[src/hdl/obt_map.svh]
// Register offsets, field positions and reset values of the transceiver
`ifndef OBT_MAP_SVH
`define OBT_MAP_SVH

// Register byte offsets
`define OBT_CTRL_OFS 8'h00
`define OBT_STAT_OFS 8'h04
`define OBT_HELD_OFS 8'h08
`define OBT_LOG_OFS 8'h0c

// Control fields
`define OBT_CTRL_OVR 0
`define OBT_CTRL_BDRV 1
`define OBT_CTRL_ADRV_N 2
`define OBT_CTRL_BSEL 3
`define OBT_CTRL_ASEL 4
`define OBT_CTRL_W 5
`define OBT_CTRL_RST 5'h04

// Status fields
`define OBT_STAT_OVF 0
`define OBT_STAT_LOG_NE 1
`define OBT_STAT_LOG_FULL 2
`define OBT_STAT_BDRV 3
`define OBT_STAT_ADRV 4
`define OBT_STAT_BSEL 5
`define OBT_STAT_ASEL 6

// Capture log word layout and read flag
`define OBT_LOG_AHIT 16
`define OBT_LOG_BHIT 17
`define OBT_LOG_VALID 31

// Bus answers
`define OBT_RESP_OKAY 2'h0
`define OBT_RESP_SLVERR 2'h2

`endif

[src/hdl/obt_pkg.sv]
// Types shared by the transceiver design
package obt_pkg;

  typedef logic [7:0] obt_byte_t;

  // Output source of one direction
  typedef enum logic {OBT_SRC_LIVE, OBT_SRC_STORED} obt_src_t;

endpackage

[src/hdl/obt_top.sv]
// Registered octal bus transceiver with capture log and AXI4-Lite slave
//
// The implementer's own choices: the AXI4-Lite slave port and the register offsets.
`timescale 1ns/1ps
`default_nettype none
`include "obt_map.svh"

// Capture log buffer, width and depth set by parameters
module obt_fifo
#(
  parameter int WIDTH = 18,
  parameter int DEPTH = 32
)
(
  input wire logic ref_clk, // System clock
  input wire logic arst_n, // Asynchronous reset
  input wire logic [WIDTH-1:0] in_data, // Word to store
  input wire logic in_valid, // Word offered
  output logic in_ready, // Room for a word
  output logic [WIDTH-1:0] out_data, // Oldest word
  output logic out_valid, // Oldest word present
  input wire logic out_ready, // Oldest word taken
  output logic full // No room left
);

  localparam int PW = $clog2(DEPTH);

  logic [WIDTH-1:0] mem [DEPTH];
  logic [PW:0] wr_q;
  logic [PW:0] rd_q;
  logic push;
  logic pop;

  // Extra pointer bit tells full from empty
  assign full = (wr_q[PW] != rd_q[PW]) && (wr_q[PW-1:0] == rd_q[PW-1:0]);
  assign in_ready = !full;
  assign out_valid = (wr_q != rd_q);
  assign out_data = mem[rd_q[PW-1:0]];
  assign push = in_valid && in_ready;
  assign pop = out_valid && out_ready;

  // Storage array, no reset needed
  always_ff @(posedge ref_clk)
  begin
    if (push)
    begin
      mem[wr_q[PW-1:0]] <= in_data;
    end
  end

  // Write pointer
  always_ff @(posedge ref_clk or negedge arst_n)
  begin
    if (!arst_n)
    begin
      wr_q <= '0;
    end
    else if (push)
    begin
      wr_q <= wr_q + 1'b1;
    end
  end

  // Read pointer
  always_ff @(posedge ref_clk or negedge arst_n)
  begin
    if (!arst_n)
    begin
      rd_q <= '0;
    end
    else if (pop)
    begin
      rd_q <= rd_q + 1'b1;
    end
  end

endmodule

// Function
// - Two eight-bit storage registers, A-to-B and B-to-A, each with its own capture clock and no load enable
// - Each capture clock rise loads its own bus, regardless of selects and enables
// - Source select low picks live bus data, high picks stored register data
// - Switching between live and stored data gives no glitch on the bus
// - Drive B while its enable is high; drive A while its enable is low
// - B enabled, B select low: bus B follows live bus A
// - B enabled, B select high: bus B shows the A-to-B register
// - A enabled, A select low: bus A follows live bus B
// - A enabled, A select high: bus A shows the B-to-A register
// - Both enabled, both selects high: both buses show stored data at once
// - Live A driven onto B: both captures store the A value
// - Live B driven onto A: both captures store the B value
// - Both live and both enabled: each driver reinforces its input, buses hold
// - Both drivers high-impedance from power-up until enables are asserted
module obt_top
  import obt_pkg::*;
#(
  parameter int LOG_DEPTH = 32,
  parameter int ADDR_W = 8
)
(
  input wire logic ref_clk, // 10 MHz system clock
  input wire logic arst_n, // Asynchronous reset, active low
  input wire logic [7:0] a_bus_in, // Bus A pin levels
  output logic [7:0] a_bus_out, // Bus A drive value
  output logic [7:0] a_bus_oe, // Bus A drive enables
  input wire logic [7:0] b_bus_in, // Bus B pin levels
  output logic [7:0] b_bus_out, // Bus B drive value
  output logic [7:0] b_bus_oe, // Bus B drive enables
  input wire logic b_port_drive_enable, // Drive bus B when high
  input wire logic a_port_drive_enable_n, // Drive bus A when low
  input wire logic a_side_capture_clock, // Rise stores bus A
  input wire logic b_side_capture_clock, // Rise stores bus B
  input wire logic b_output_source_select, // Bus B source, high = stored
  input wire logic a_output_source_select, // Bus A source, high = stored
  output logic log_ready, // Capture log can take a word
  input wire logic [ADDR_W-1:0] s_axi_awaddr, // Write address
  input wire logic s_axi_awvalid, // Write address valid
  output logic s_axi_awready, // Write address ready
  input wire logic [31:0] s_axi_wdata, // Write data
  input wire logic [3:0] s_axi_wstrb, // Write byte strobes
  input wire logic s_axi_wvalid, // Write data valid
  output logic s_axi_wready, // Write data ready
  output logic [1:0] s_axi_bresp, // Write response
  output logic s_axi_bvalid, // Write response valid
  input wire logic s_axi_bready, // Write response ready
  input wire logic [ADDR_W-1:0] s_axi_araddr, // Read address
  input wire logic s_axi_arvalid, // Read address valid
  output logic s_axi_arready, // Read address ready
  output logic [31:0] s_axi_rdata, // Read data
  output logic [1:0] s_axi_rresp, // Read response
  output logic s_axi_rvalid, // Read data valid
  input wire logic s_axi_rready // Read data ready
);

  localparam int LOG_W = 18;

  // Capture path
  logic a_clk_prev_q;
  logic b_clk_prev_q;
  logic a_hit;
  logic b_hit;
  obt_byte_t a2b_q;
  obt_byte_t b2a_q;

  // Effective controls and output stage
  logic [`OBT_CTRL_W-1:0] ctrl_q;
  logic b_drive;
  logic a_drive;
  obt_src_t b_src;
  obt_src_t a_src;
  logic b_drive_q;
  logic a_drive_q;
  obt_byte_t b_out_q;
  obt_byte_t a_out_q;

  // Capture log
  logic [LOG_W-1:0] log_in;
  logic [LOG_W-1:0] log_head;
  logic log_valid;
  logic log_full;
  logic log_pop;
  logic ovf_q;

  // Bus slave
  logic aw_held_q;
  logic w_held_q;
  logic [ADDR_W-1:0] aw_addr_q;
  logic [31:0] w_data_q;
  logic [3:0] w_strb_q;
  logic wr_go;
  logic [ADDR_W-1:0] wr_addr;
  logic [31:0] wr_data;
  logic [3:0] wr_strb;
  logic wr_hit;
  logic rd_go;
  logic [31:0] rd_word;
  logic rd_hit;
  logic [1:0] bresp_q;
  logic bvalid_q;
  logic [31:0] rdata_q;
  logic [1:0] rresp_q;
  logic rvalid_q;

  // Pins pass through synchronous; edge seen against last sample
  assign a_hit = a_side_capture_clock && !a_clk_prev_q;
  assign b_hit = b_side_capture_clock && !b_clk_prev_q;

  // Previous level starts high so a clock held high at reset is no edge
  always_ff @(posedge ref_clk or negedge arst_n)
  begin
    if (!arst_n)
    begin
      a_clk_prev_q <= 1'b1;
      b_clk_prev_q <= 1'b1;
    end
    else
    begin
      a_clk_prev_q <= a_side_capture_clock;
      b_clk_prev_q <= b_side_capture_clock;
    end
  end

  // Storage registers, deliberately without reset
  always_ff @(posedge ref_clk)
  begin
    if (a_hit)
    begin
      a2b_q <= a_bus_in;
    end
    if (b_hit)
    begin
      b2a_q <= b_bus_in;
    end
  end

  // Pin controls, or software values when override is set
  always_comb
  begin
    if (ctrl_q[`OBT_CTRL_OVR])
    begin
      b_drive = ctrl_q[`OBT_CTRL_BDRV];
      a_drive = !ctrl_q[`OBT_CTRL_ADRV_N];
      b_src = obt_src_t'(ctrl_q[`OBT_CTRL_BSEL]);
      a_src = obt_src_t'(ctrl_q[`OBT_CTRL_ASEL]);
    end
    else
    begin
      b_drive = b_port_drive_enable;
      a_drive = !a_port_drive_enable_n;
      b_src = obt_src_t'(b_output_source_select);
      a_src = obt_src_t'(a_output_source_select);
    end
  end

  // Enables reset low, so both buses float until asked to drive
  always_ff @(posedge ref_clk or negedge arst_n)
  begin
    if (!arst_n)
    begin
      b_drive_q <= 1'b0;
      a_drive_q <= 1'b0;
    end
    else
    begin
      b_drive_q <= b_drive;
      a_drive_q <= a_drive;
    end
  end

  // Whole byte is registered, so a select change cannot glitch the bus
  always_ff @(posedge ref_clk or negedge arst_n)
  begin
    if (!arst_n)
    begin
      b_out_q <= '0;
      a_out_q <= '0;
    end
    else
    begin
      unique case (b_src)
        OBT_SRC_LIVE: b_out_q <= a_bus_in;
        OBT_SRC_STORED: b_out_q <= a2b_q;
      endcase
      unique case (a_src)
        OBT_SRC_LIVE: a_out_q <= b_bus_in;
        OBT_SRC_STORED: a_out_q <= b2a_q;
      endcase
    end
  end

  // Same enable on all eight lanes
  assign b_bus_out = b_out_q;
  assign a_bus_out = a_out_q;
  assign b_bus_oe = {8{b_drive_q}};
  assign a_bus_oe = {8{a_drive_q}};

  // One log word per cycle with any capture; both bytes after the edge
  assign log_in = {b_hit, a_hit, (b_hit ? b_bus_in : b2a_q),
    (a_hit ? a_bus_in : a2b_q)};

  obt_fifo #(
    .WIDTH(LOG_W),
    .DEPTH(LOG_DEPTH)
  ) u_log (
    .ref_clk(ref_clk),
    .arst_n(arst_n),
    .in_data(log_in),
    .in_valid(a_hit || b_hit),
    .in_ready(log_ready),
    .out_data(log_head),
    .out_valid(log_valid),
    .out_ready(log_pop),
    .full(log_full)
  );

  // Lost capture while full; a new loss beats a clear in the same cycle
  always_ff @(posedge ref_clk or negedge arst_n)
  begin
    if (!arst_n)
    begin
      ovf_q <= 1'b0;
    end
    else if ((a_hit || b_hit) && !log_ready)
    begin
      ovf_q <= 1'b1;
    end
    else if (wr_go && wr_addr == `OBT_STAT_OFS && wr_strb[0] &&
      wr_data[`OBT_STAT_OVF])
    begin
      ovf_q <= 1'b0;
    end
  end

  // Write channels taken in either order, one write at a time
  assign s_axi_awready = !aw_held_q && !bvalid_q;
  assign s_axi_wready = !w_held_q && !bvalid_q;
  assign wr_addr = aw_held_q ? aw_addr_q : s_axi_awaddr;
  assign wr_data = w_held_q ? w_data_q : s_axi_wdata;
  assign wr_strb = w_held_q ? w_strb_q : s_axi_wstrb;
  assign wr_go = !bvalid_q && (aw_held_q || s_axi_awvalid) &&
    (w_held_q || s_axi_wvalid);
  assign wr_hit = (wr_addr == `OBT_CTRL_OFS) || (wr_addr == `OBT_STAT_OFS);

  // Hold whichever half arrives first
  always_ff @(posedge ref_clk or negedge arst_n)
  begin
    if (!arst_n)
    begin
      aw_held_q <= 1'b0;
      w_held_q <= 1'b0;
      aw_addr_q <= '0;
      w_data_q <= '0;
      w_strb_q <= '0;
    end
    else if (wr_go)
    begin
      aw_held_q <= 1'b0;
      w_held_q <= 1'b0;
    end
    else
    begin
      if (s_axi_awvalid && s_axi_awready)
      begin
        aw_held_q <= 1'b1;
        aw_addr_q <= s_axi_awaddr;
      end
      if (s_axi_wvalid && s_axi_wready)
      begin
        w_held_q <= 1'b1;
        w_data_q <= s_axi_wdata;
        w_strb_q <= s_axi_wstrb;
      end
    end
  end

  // Write response
  always_ff @(posedge ref_clk or negedge arst_n)
  begin
    if (!arst_n)
    begin
      bvalid_q <= 1'b0;
      bresp_q <= `OBT_RESP_OKAY;
    end
    else if (wr_go)
    begin
      bvalid_q <= 1'b1;
      bresp_q <= wr_hit ? `OBT_RESP_OKAY : `OBT_RESP_SLVERR;
    end
    else if (s_axi_bready)
    begin
      bvalid_q <= 1'b0;
    end
  end

  // Control register, all fields in the low byte
  always_ff @(posedge ref_clk or negedge arst_n)
  begin
    if (!arst_n)
    begin
      ctrl_q <= `OBT_CTRL_RST;
    end
    else if (wr_go && wr_addr == `OBT_CTRL_OFS && wr_strb[0])
    begin
      ctrl_q <= wr_data[`OBT_CTRL_W-1:0];
    end
  end

  assign s_axi_bvalid = bvalid_q;
  assign s_axi_bresp = bresp_q;

  // Read side: one read at a time, answer one cycle after the address
  assign s_axi_arready = !rvalid_q;
  assign rd_go = s_axi_arvalid && s_axi_arready;
  assign log_pop = rd_go && (s_axi_araddr == `OBT_LOG_OFS) && log_valid;

  // Read word selection; unmapped reads return zero
  always_comb
  begin
    rd_word = '0;
    rd_hit = 1'b1;
    unique case (s_axi_araddr)
      `OBT_CTRL_OFS: rd_word[`OBT_CTRL_W-1:0] = ctrl_q;
      `OBT_STAT_OFS:
      begin
        rd_word[`OBT_STAT_OVF] = ovf_q;
        rd_word[`OBT_STAT_LOG_NE] = log_valid;
        rd_word[`OBT_STAT_LOG_FULL] = log_full;
        rd_word[`OBT_STAT_BDRV] = b_drive_q;
        rd_word[`OBT_STAT_ADRV] = a_drive_q;
        rd_word[`OBT_STAT_BSEL] = b_src;
        rd_word[`OBT_STAT_ASEL] = a_src;
      end
      `OBT_HELD_OFS: rd_word[15:0] = {b2a_q, a2b_q};
      `OBT_LOG_OFS:
      begin
        rd_word[LOG_W-1:0] = log_valid ? log_head : '0;
        rd_word[`OBT_LOG_VALID] = log_valid;
      end
      default: rd_hit = 1'b0;
    endcase
  end

  // Read data held until taken
  always_ff @(posedge ref_clk or negedge arst_n)
  begin
    if (!arst_n)
    begin
      rvalid_q <= 1'b0;
      rdata_q <= '0;
      rresp_q <= `OBT_RESP_OKAY;
    end
    else if (rd_go)
    begin
      rvalid_q <= 1'b1;
      rdata_q <= rd_word;
      rresp_q <= rd_hit ? `OBT_RESP_OKAY : `OBT_RESP_SLVERR;
    end
    else if (s_axi_rready)
    begin
      rvalid_q <= 1'b0;
    end
  end

  assign s_axi_rvalid = rvalid_q;
  assign s_axi_rdata = rdata_q;
  assign s_axi_rresp = rresp_q;

endmodule

`default_nettype wire

[config.mk]
export PLATFORM = sky130hd
export DESIGN_NAME = obt_top
export DESIGN_NICKNAME = d
export VERILOG_FILES = /design/src/hdl/obt_pkg.sv /design/src/hdl/obt_top.sv
export VERILOG_INCLUDE_DIRS = /design/src /design/src/hdl
export SDC_FILE = /design/constraint.sdc
export NUM_CORES = 1
export LEC_CHECK = 0
export ABC_AREA = 1
export BUFFER_PORTS_ARGS = -buffer_cell sky130_fd_sc_hd__buf_2
export CAP_MARGIN = 20
export CORE_MARGIN = 4
export CORE_UTILIZATION = 45
export CTS_BUF_LIST = sky130_fd_sc_hd__clkbuf_8
export CTS_CLUSTER_SIZE = 20
export DETAILED_ROUTE_END_ITERATION = 8
export HOLD_SLACK_MARGIN = 0.15
export PLACE_DENSITY = 0.68
export SYNTH_ARGS = -nofsm -noshare
export SYNTH_HDL_FRONTEND = slang
export SYNTH_SLANG_ARGS = --single-unit
export TNS_END_PERCENT = 50
[constraint.sdc]
create_clock -name ref_clk -period 5.4 [get_ports ref_clk]
set_input_delay 1.08 -clock ref_clk [delete_from_list [all_inputs] [get_ports ref_clk]]
set_output_delay 1.08 -clock ref_clk [all_outputs]
set_load 0.03 [all_outputs]
---- Word-level counts from Yosys, hierarchy flattened ----
Memories as Yosys holds them, arrays and structs flattened.
Cells that the tools add are included.
operators by class
  bitwise gates (word level) .............. 3
  eq/ne operators ......................... 7
  reductions and logical operators ........ 43
  mux-type cells .......................... 32
  add/sub/neg operators ................... 2
operator list
  cell                   count
  $pmux W8 S2            2
  $mux W8                3
  $logic_and A1 B1 Y1    20
  $pmux W5 S4            1
  $mux W1                19
  $mux W18               1
  $pmux W9 S2            1
  $eq A8 B3 Y1 const B   2
  $eq A8 B4 Y1 const B   2
  $logic_not A8 Y1       2
  $add A6 B1 Y6 const B  2
  $reduce_bool A2 Y1     5
  $logic_not A1 Y1       9
  $mux W2                3
  $ne A6 B6 Y1           1
  $pmux W2 S3            1
  $eq A5 B5 Y1           1
  $mux W5                1
  $logic_or A1 B1 Y1     4
  $reduce_and A2 Y1      2
  $reduce_or A4 Y1       1
  $not A1 Y1             3
  $ne A1 B1 Y1           1
word-level totals
  memories ................................ 1
  register bits after elaboration ......... 95
  input port bits ......................... 81
  output and inout bits ................... 74
  logic and storage cells ................. 110
  RAM bits ................................ 576
memory list
  name       words  width  rd ports  clocked after Yosys merged registers in  wr ports  line           RTL
  u_log.mem  32     18     1         0                                        1         obt_top.sv:28  logic [WIDTH-1:0] mem [DEPTH];

---- Depth between registers and ports, before layout ----
Gate-level depths: netlist (run 1).
  depth after elaboration ................. 8
  gate-level depth with buffers ........... 14
  mapped depth without buffers ............ 12

---- Cells and area by module ----
A second synthesis (run 1) with hierarchy kept.
unflattened totals
  cell total of the unflattened synthesis .. 2613
  area, all modules ....................... 28252.1 µm²
modules (own cells, without submodules)
  module    sequential area each (µm²)  area each (µm²)  times used  cells each
  obt_fifo  17596.9                     24340.8          1           2121
  obt_top   1950.6                      3911.3           1           492

---- Worst setup path before layout (run 1) ----
No wires, ideal clock.
  kind .................................... input port to flip-flop
  from .................................... in b_side_capture_clock
  to ...................................... mem u_log.mem[0][10], data pin
  cell stages on the path ................. 5
  arrival time ............................ 3.794 ns
  setup slack ............................. 1.145 ns
  cells stage by stage .................... inv_1 > nor2_1 > inv_1 > clkbuf_1 > o21ai_0
between the ends
  cells in the longest elaborated chain, start to end .. 2
RTL lines
  item                  line            RTL
  start, declared       obt_top.sv:112  input wire logic b_side_capture_clock,
  $logic_and A1 B1 Y1   obt_top.sv:186  assign b_hit = b_side_capture_clock && !b_clk_prev_q;
  named net b_hit       obt_top.sv:141  logic b_hit;
  $mux W8               --
  named net log_in[10]  obt_top.sv:157  logic [LOG_W-1:0] log_in;
  end, declared         obt_top.sv:28
The timed path passes the listed nets, and every way through them passes these cells.

---- Worst setup path after layout (run 1) ----
  from .................................... reg u_log.rd_q[1]
  to ...................................... out log_ready
between the ends
  cells in the longest elaborated chain, start to end .. 3
RTL lines
  item                    line            RTL
  start, declared         obt_top.sv:30   logic [PW:0] rd_q;
  start signal, assigned  obt_top.sv:73   rd_q <= rd_q + 1'b1;
  $eq A5 B5 Y1            obt_top.sv:35   assign full = (wr_q[PW] != rd_q[PW]) && (wr_q[PW-1:0] == rd_q[PW-1:0]);
  $logic_and A1 B1 Y1     obt_top.sv:35
  $logic_not A1 Y1        obt_top.sv:36   assign in_ready = !full;
  end, declared           obt_top.sv:115  output logic log_ready,
Every way passes these cells.

==> results_dict.tcl, run 1 <==
set metrics [dict create \
    via_count 19310 \
    design_area_um2 31400 \
    drt_iter0_drc 2043 \
    diodes 0 \
    syn_inst 2607 \
    crit_fanout 69 \
    setup_viol 0 \
    critPathLaunchType "flop" \
    gr-usage-all-layers 0.2059 \
    min_period_ps 3689 \
    dpl_cell_area_um2 29400 \
    worstSetupPathType "reg2out" \
    gp_congestion 0.8884 \
    finalHoldViolCount 0 \
    dp_hpwl_um 41230 \
    cts_resized 0 \
    p_clk_frac 0.329 \
    p_comb_frac 0.142 \
    irDropWorstVdd_mv 0.2861 \
    synth.distinct_cells 38 \
    start_util 0.4539 \
    top_layer_used "met4" \
    numCtsBuffers 106 \
    root_buffer "clkbuf_8" \
    synthMuxAreaShare 0.001164 \
    grt_max_degree 210 \
    drive_above_1_share 0.1296 \
    ys.flop_type "edfxtp_1" \
    power.internal_mw 8.503 \
    yosysTopAreaCell "edfxtp_1" \
    die_w_um 257.3 \
    core_um2 61600 \
    clock_latency_ps 690 \
    power_density_nw_per_um2 378.2 \
    synth.top_cell.area_share 0.6187 \
    clock-sinks 669 \
    placedCellCount 3462 \
    hold_buffers 0 \
    rsz0062_at_grt "false" \
    hp-class "reg2reg" \
    die_y_um 257.3 \
    drv_slew 0 \
    finClkSkew_ps 25.52 \
    synth.most_common_cell "nand2_1" \
    fin_total_pwr_mw 11.88 \
    wire_per_inst_um 19.07 \
    async_flop_share 0.1151 \
    fp.dieArea_um2 66180 \
    worstPathRequired_ps 4320 \
    grt_overflow_total 0 \
    slew_headroom 0.2479 \
    synth_common_cells "871 x nand2_1, 576 x edfxtp_1, 364 x nand3_1" \
    clk_path_buf_depth 3 \
    seqPwrFrac 0.529 \
    synth_edf_count 576 \
    fin_crit_sh 0.6832 \
    cts_tree "done" \
    p_switching_mw 3.374 \
    htree_levels 3 \
    critPathCaptureType "output pin" \
    io-pin-count 155 \
    yosys.area_share.simple 0.2069 \
    synthAdderAreaFrac 0.002238 \
    swShare 0.2841 \
    nFillCells 5343 \
    wl_met3_um 6292 \
    drt_wl_total_um 69780 \
    antenna_found_initial 0 \
    worst_pin_slew_ps 1127 \
    p_leak_nw 12.59 \
    yosys_warnings 0 \
    tns_ps 0 \
    status "complete, no violations" \
    syn_to_final_growth_pct 12.33 \
    cts.clk_slew.worst_paths_ps 60 \
    grt_pass1_vias 18750 \
    via_per_inst 5.275 \
    fmax_mhz 271.1 \
    syn_area_um2 27960 \
    drv_cap 0 \
    dr_wl_met2_um 32530 \
    synth_compound_area_frac 0.03218 \
    ant_nets 0 \
    numPortBuffers 109 \
    synth_top_family_by_area "simple AND/OR/NAND/NOR gates" \
    grt_first_pass_wirelength_um 106500 \
    fin_cells 3660 \
    dr.pass1.iters 6 \
    synth_xor_area_frac 0.003133 \
    core.rowCount 91 \
    synth.top_cells.by_area "edfxtp_1 62%, nand2_1 12%, dfrtp_1 6.6%, nand3_1 6.5%, inv_1 2.3%" \
    layout.nets 2824 \
    drc 0 \
    cts_setup_buffers 0 \
    ys_seq_area_frac 0.6992 \
    arrival_ps 2610 \
    synth_area_per_cell_um2 10.72 \
    synth-seq-cells 669 \
    met1_length_um 29400 \
]
==> registers in the layout, summed over array words and instances, names as in the netlist, 5 cells and up <==
name,flops
u_log.rd_q,6
ctrl_q,5
a_bus_out,8
aw_addr_q,8
s_axi_rdata,19
b2a_q,8
u_log.wr_q,6
a2b_q,8
u_log.mem,576
w_data_q,5
b_bus_out,8
==> layout by cell type (no fill, tap or decap), drive strengths merged <==
master,Yosys,layout
nor3,5,5
dfxtp,16,16
or2,2,2
dfstp,3,3
nor3b,1,1
conb,1,15
o211ai,9,9
a31oi,2,2
ha,5,5
o41ai,1,1
mux2i,1,1
dfrtp,74,74
mux2,2,2
nand2,874,874
clkinv,2,42
nor2,152,152
xnor2,1,1
clkinvlp,0,2
o31ai,1,1
buf,123,171
nand3,365,365
nand3b,1,1
nand4,3,3
nor4,1,1
inv,178,212
o22ai,6,6
o21ai,103,103
xor2,9,9
clkbuf,39,117
and2,1,1
a21oi,50,50
edfxtp,576,576
==> metrics by stage <==
step           setup WS, ps  utilization  hold WS (ps)
6_report               1711       0.5098         485.3
5_1_grt                1552       0.5098         454.8
4_1_cts                1665       0.5085         450.3
3_5_place_dp           1386       0.4772         465.4
3_3_place_gp           1470       0.4772         464.4
2_1_floorplan          1145            -         434.1
==> critical path: stages, from the launching register on <==
cell,delay [ps]
dfrtp_4,1040
xnor2_1,220
nand3_1,100
nor2_1,210
nand2_1,130
buf_2,220
==> per-layer routing <==
layer	GRT usage	up-vias
met2	0.3253	877
met5	0	-
met1	0.2898	9317
met3	0.04133	113
li1	-	9000
met4	0.06607	0
==> power groups by stage <==
stage	registers (mW)	logic, mW	clock network (mW)
6_report	6.28	1.69	3.91
5_1_grt	6.32	1.85	4.22
4_1_cts	6.28	1.67	3.98
3_5_place_dp	6.38	1.66	0
3_3_place_gp	6.37	1.62	0
2_1_floorplan	6.39	1.05	0
==> worst paths after layout <==
path / slack, ps / to / depth (start not counted) / from
hold reg to reg: 490 / s_axi_rdata[17] / 2 / s_axi_rdata[17]
min in group asynchronous: 560 / aw_held_q / 1 / arst_n
hold / removal: 490 / s_axi_rdata[17] / 2 / s_axi_rdata[17]
setup reg to reg: 1860 / u_log.mem[4][5] / 8 / u_log.rd_q[1]
setup / recovery: 1710 / log_ready / 5 / u_log.rd_q[1]
max in group asynchronous: 4090 / u_log.rd_q[1] / 1 / arst_n
==> cells by family after synthesis <==
| logic type | after synthesis |
|---|---|
| xor+xnor | 10 |
| other cells | 1 |
| fa+ha+maj | 5 |
| buf+inv | 342 |
| compound gates | 172 |
| simple gates | 1405 |
| flops | 669 |
| mux | 3 |
==> cell type report <==
cell class | instances | area [um2] | area share
Clock buffer | 117 | 1610 | 0.05128
Inverter | 180 | 685.7 | 0.02183
Multi-Input combinational cell | 1610 | 7094 | 0.2259
Clock inverter | 76 | 316.6 | 0.01008
Tap cell | 837 | 1047 | 0.03335
Timing Repair Buffer | 171 | 1094 | 0.03482
Sequential cell | 669 | 19560 | 0.6227
(Power assumes the default switching activity.)
==> inputs of run 2 (changes only) <==
--- a/config.mk
+++ b/config.mk
@@ -15,7 +15,7 @@
 export CTS_CLUSTER_SIZE = 20
 export DETAILED_ROUTE_END_ITERATION = 8
 export HOLD_SLACK_MARGIN = 0.15
-export PLACE_DENSITY = 0.68
+export PLACE_DENSITY = 0.7
 export SYNTH_ARGS = -nofsm -noshare
 export SYNTH_HDL_FRONTEND = slang
 export SYNTH_SLANG_ARGS = --single-unit
==> constraint.sdc (replaced) <==
create_clock -name ref_clk -period 3.1 [get_ports ref_clk]
set_input_delay 0.62 -clock ref_clk [delete_from_list [all_inputs] [get_ports ref_clk]]
set_output_delay 0.62 -clock ref_clk [all_outputs]
set_load 0.03 [all_outputs]
==> run 2 against run 1 <==
  * Cell area increased by 0.96%
  * Clock skew up 7.6 ps
  * Die area stayed put
  * Hold slack got worse by 280 ps
  * Total power up 74%
==> results_dict.tcl, run 2 (same netlist as run 1, synthesis figures left out) <==
set metrics [dict create \
    htree_levels 3 \
    setup_viol 0 \
    drv_slew 0 \
    worstSetupPathType "reg2out" \
    layout.nets 2865 \
    numCtsBuffers 104 \
    p_switching_mw 5.833 \
    layout_setup_ws_ps 314.3 \
    grt_overflow_total 0 \
    regToRegSetupSlack_ps 380 \
    via_per_inst 5.234 \
    dr.pass1.iters 5 \
    clk_path_buf_depth 3 \
    status "complete, no violations" \
    nFillCells 5208 \
    multi_input_area_um2 7069 \
    worstPathRequired_ps 2480 \
    cts_tree "done" \
    arrival_ps 2170 \
    mostFrequentLayoutCells "871 x nand2_1, 576 x edfxtp_1, 364 x nand3_1" \
    antenna_found_initial 1 \
    drc 0 \
    min_period_ps 2786 \
    slew_headroom 0.3547 \
    power.internal_mw 14.84 \
    largest_reg_flops 576 \
    cts_resized 0 \
    design_area_um2 31700 \
    wire_per_inst_um 18.35 \
    numPortBuffers 109 \
    whs_ps 208.0 \
    via_count 19340 \
    placedCellCount 3494 \
    io-pin-count 155 \
    drt_iter0_drc 2006 \
    finClkSkew_ps 33.09 \
    clock_latency_ps 700 \
    clock-sinks 669 \
    drt_wl_total_um 67790 \
    seq_area_um2 19560 \
    critPathLaunchType "flop" \
    die_w_um 257.3 \
    p_leak_nw 12.78 \
    p_clk_frac 0.328 \
    fp.dieArea_um2 66180 \
    drv_cap 0 \
    preCtsSetupSlack_ps 470.7 \
    grt_pass1_vias 19120 \
    hp-class "in2reg" \
    swShare 0.2822 \
    core_um2 61600 \
    mostFrequentLayoutCell "nand2_1" \
    fin_total_pwr_mw 20.67 \
    p_comb_frac 0.144 \
    drive_above_1_share 0.1380 \
    critPathCaptureType "output pin" \
    power_density_nw_per_um2 652.1 \
    syn_to_final_growth_pct 13.40 \
    gp_congestion 0.8743 \
    grt_max_degree 153 \
    crit_fanout 23 \
    fmax_mhz 359.0 \
    gr-usage-all-layers 0.2040 \
    die_y_um 257.3 \
    start_util 0.4539 \
    seqPwrFrac 0.527 \
    core.rowCount 91 \
    fin_crit_sh 0.8986 \
    cts_setup_buffers 0 \
    cts.clk_slew.worst_paths_ps 60 \
    ant_nets 0 \
    dpl_cell_area_um2 29650 \
    grt_first_pass_wirelength_um 106600 \
    finalHoldViolCount 0 \
    dp_hpwl_um 40730 \
    tns_ps 0 \
    irDropWorstVdd_mv 0.4603 \
    root_buffer "clkbuf_8" \
    worst_pin_slew_ps 968.0 \
    postLayoutCoreUtil 0.5147 \
    rsz0062_at_grt "false" \
    fin_cells 3694 \
]
[run 2: timing repair]
item	CTS	global route
setup endpoints to repair	0	0
hold endpoints to repair	59	0
hold buffers	15	0
[run 2: critical path, cell delays in order, from the launching register on]
cell and delay [ps]:
dfrtp_1 400, buf_4 250, nand2_1 130, nand4_1 80, nor2_1 250, nand2_1 140, buf_2 210
[run 2: cell type report]
| class | instances | area share |
|---|---|---|
| timing repair buffer | 214 | 0.04610 |
| tap | 837 | 0.03303 |
| antenna | 1 | 0.00007893 |
| clock inverter | 73 | 0.01160 |
| clock buffer | 110 | 0.04775 |
| inverter | 180 | 0.02163 |
| sequential | 669 | 0.6168 |
| multi-input combinational | 1610 | 0.2230 |
[run 2: metal layers]
metal | wire length [um] | GRT usage | vias to the layer above
met5 | 0 | 0 | -
met4 | 1877 | 0.07304 | 0
met3 | 5242 | 0.03976 | 120
li1 | - | - | 9071
met2 | 32260 | 0.3323 | 792
met1 | 28410 | 0.2758 | 9353
[run 2: power by group through the flow]
stage	Clock, mW	Sequential (mW)	Combinational [mW]
6_report	6.79	10.9	2.98
5_1_grt	7.39	11.0	3.30
4_1_cts	6.92	10.9	2.97
3_5_place_dp	0	11.1	2.94
3_3_place_gp	0	11.0	2.86
2_1_floorplan	0	11.1	1.86
[run 2: worst paths after layout]
check                                start  depth (start not counted)              to
setup reg to reg             u_log.rd_q[3]                         11  s_axi_rdata[5]
max in group asynchronous           arst_n                          3    b_clk_prev_q
setup / recovery             u_log.rd_q[2]                          6       log_ready
hold reg to reg             s_axi_rdata[3]                          2  s_axi_rdata[3]
min in group asynchronous           arst_n                          2    s_axi_bvalid
hold / removal             s_axi_awaddr[3]                          3    aw_addr_q[3]
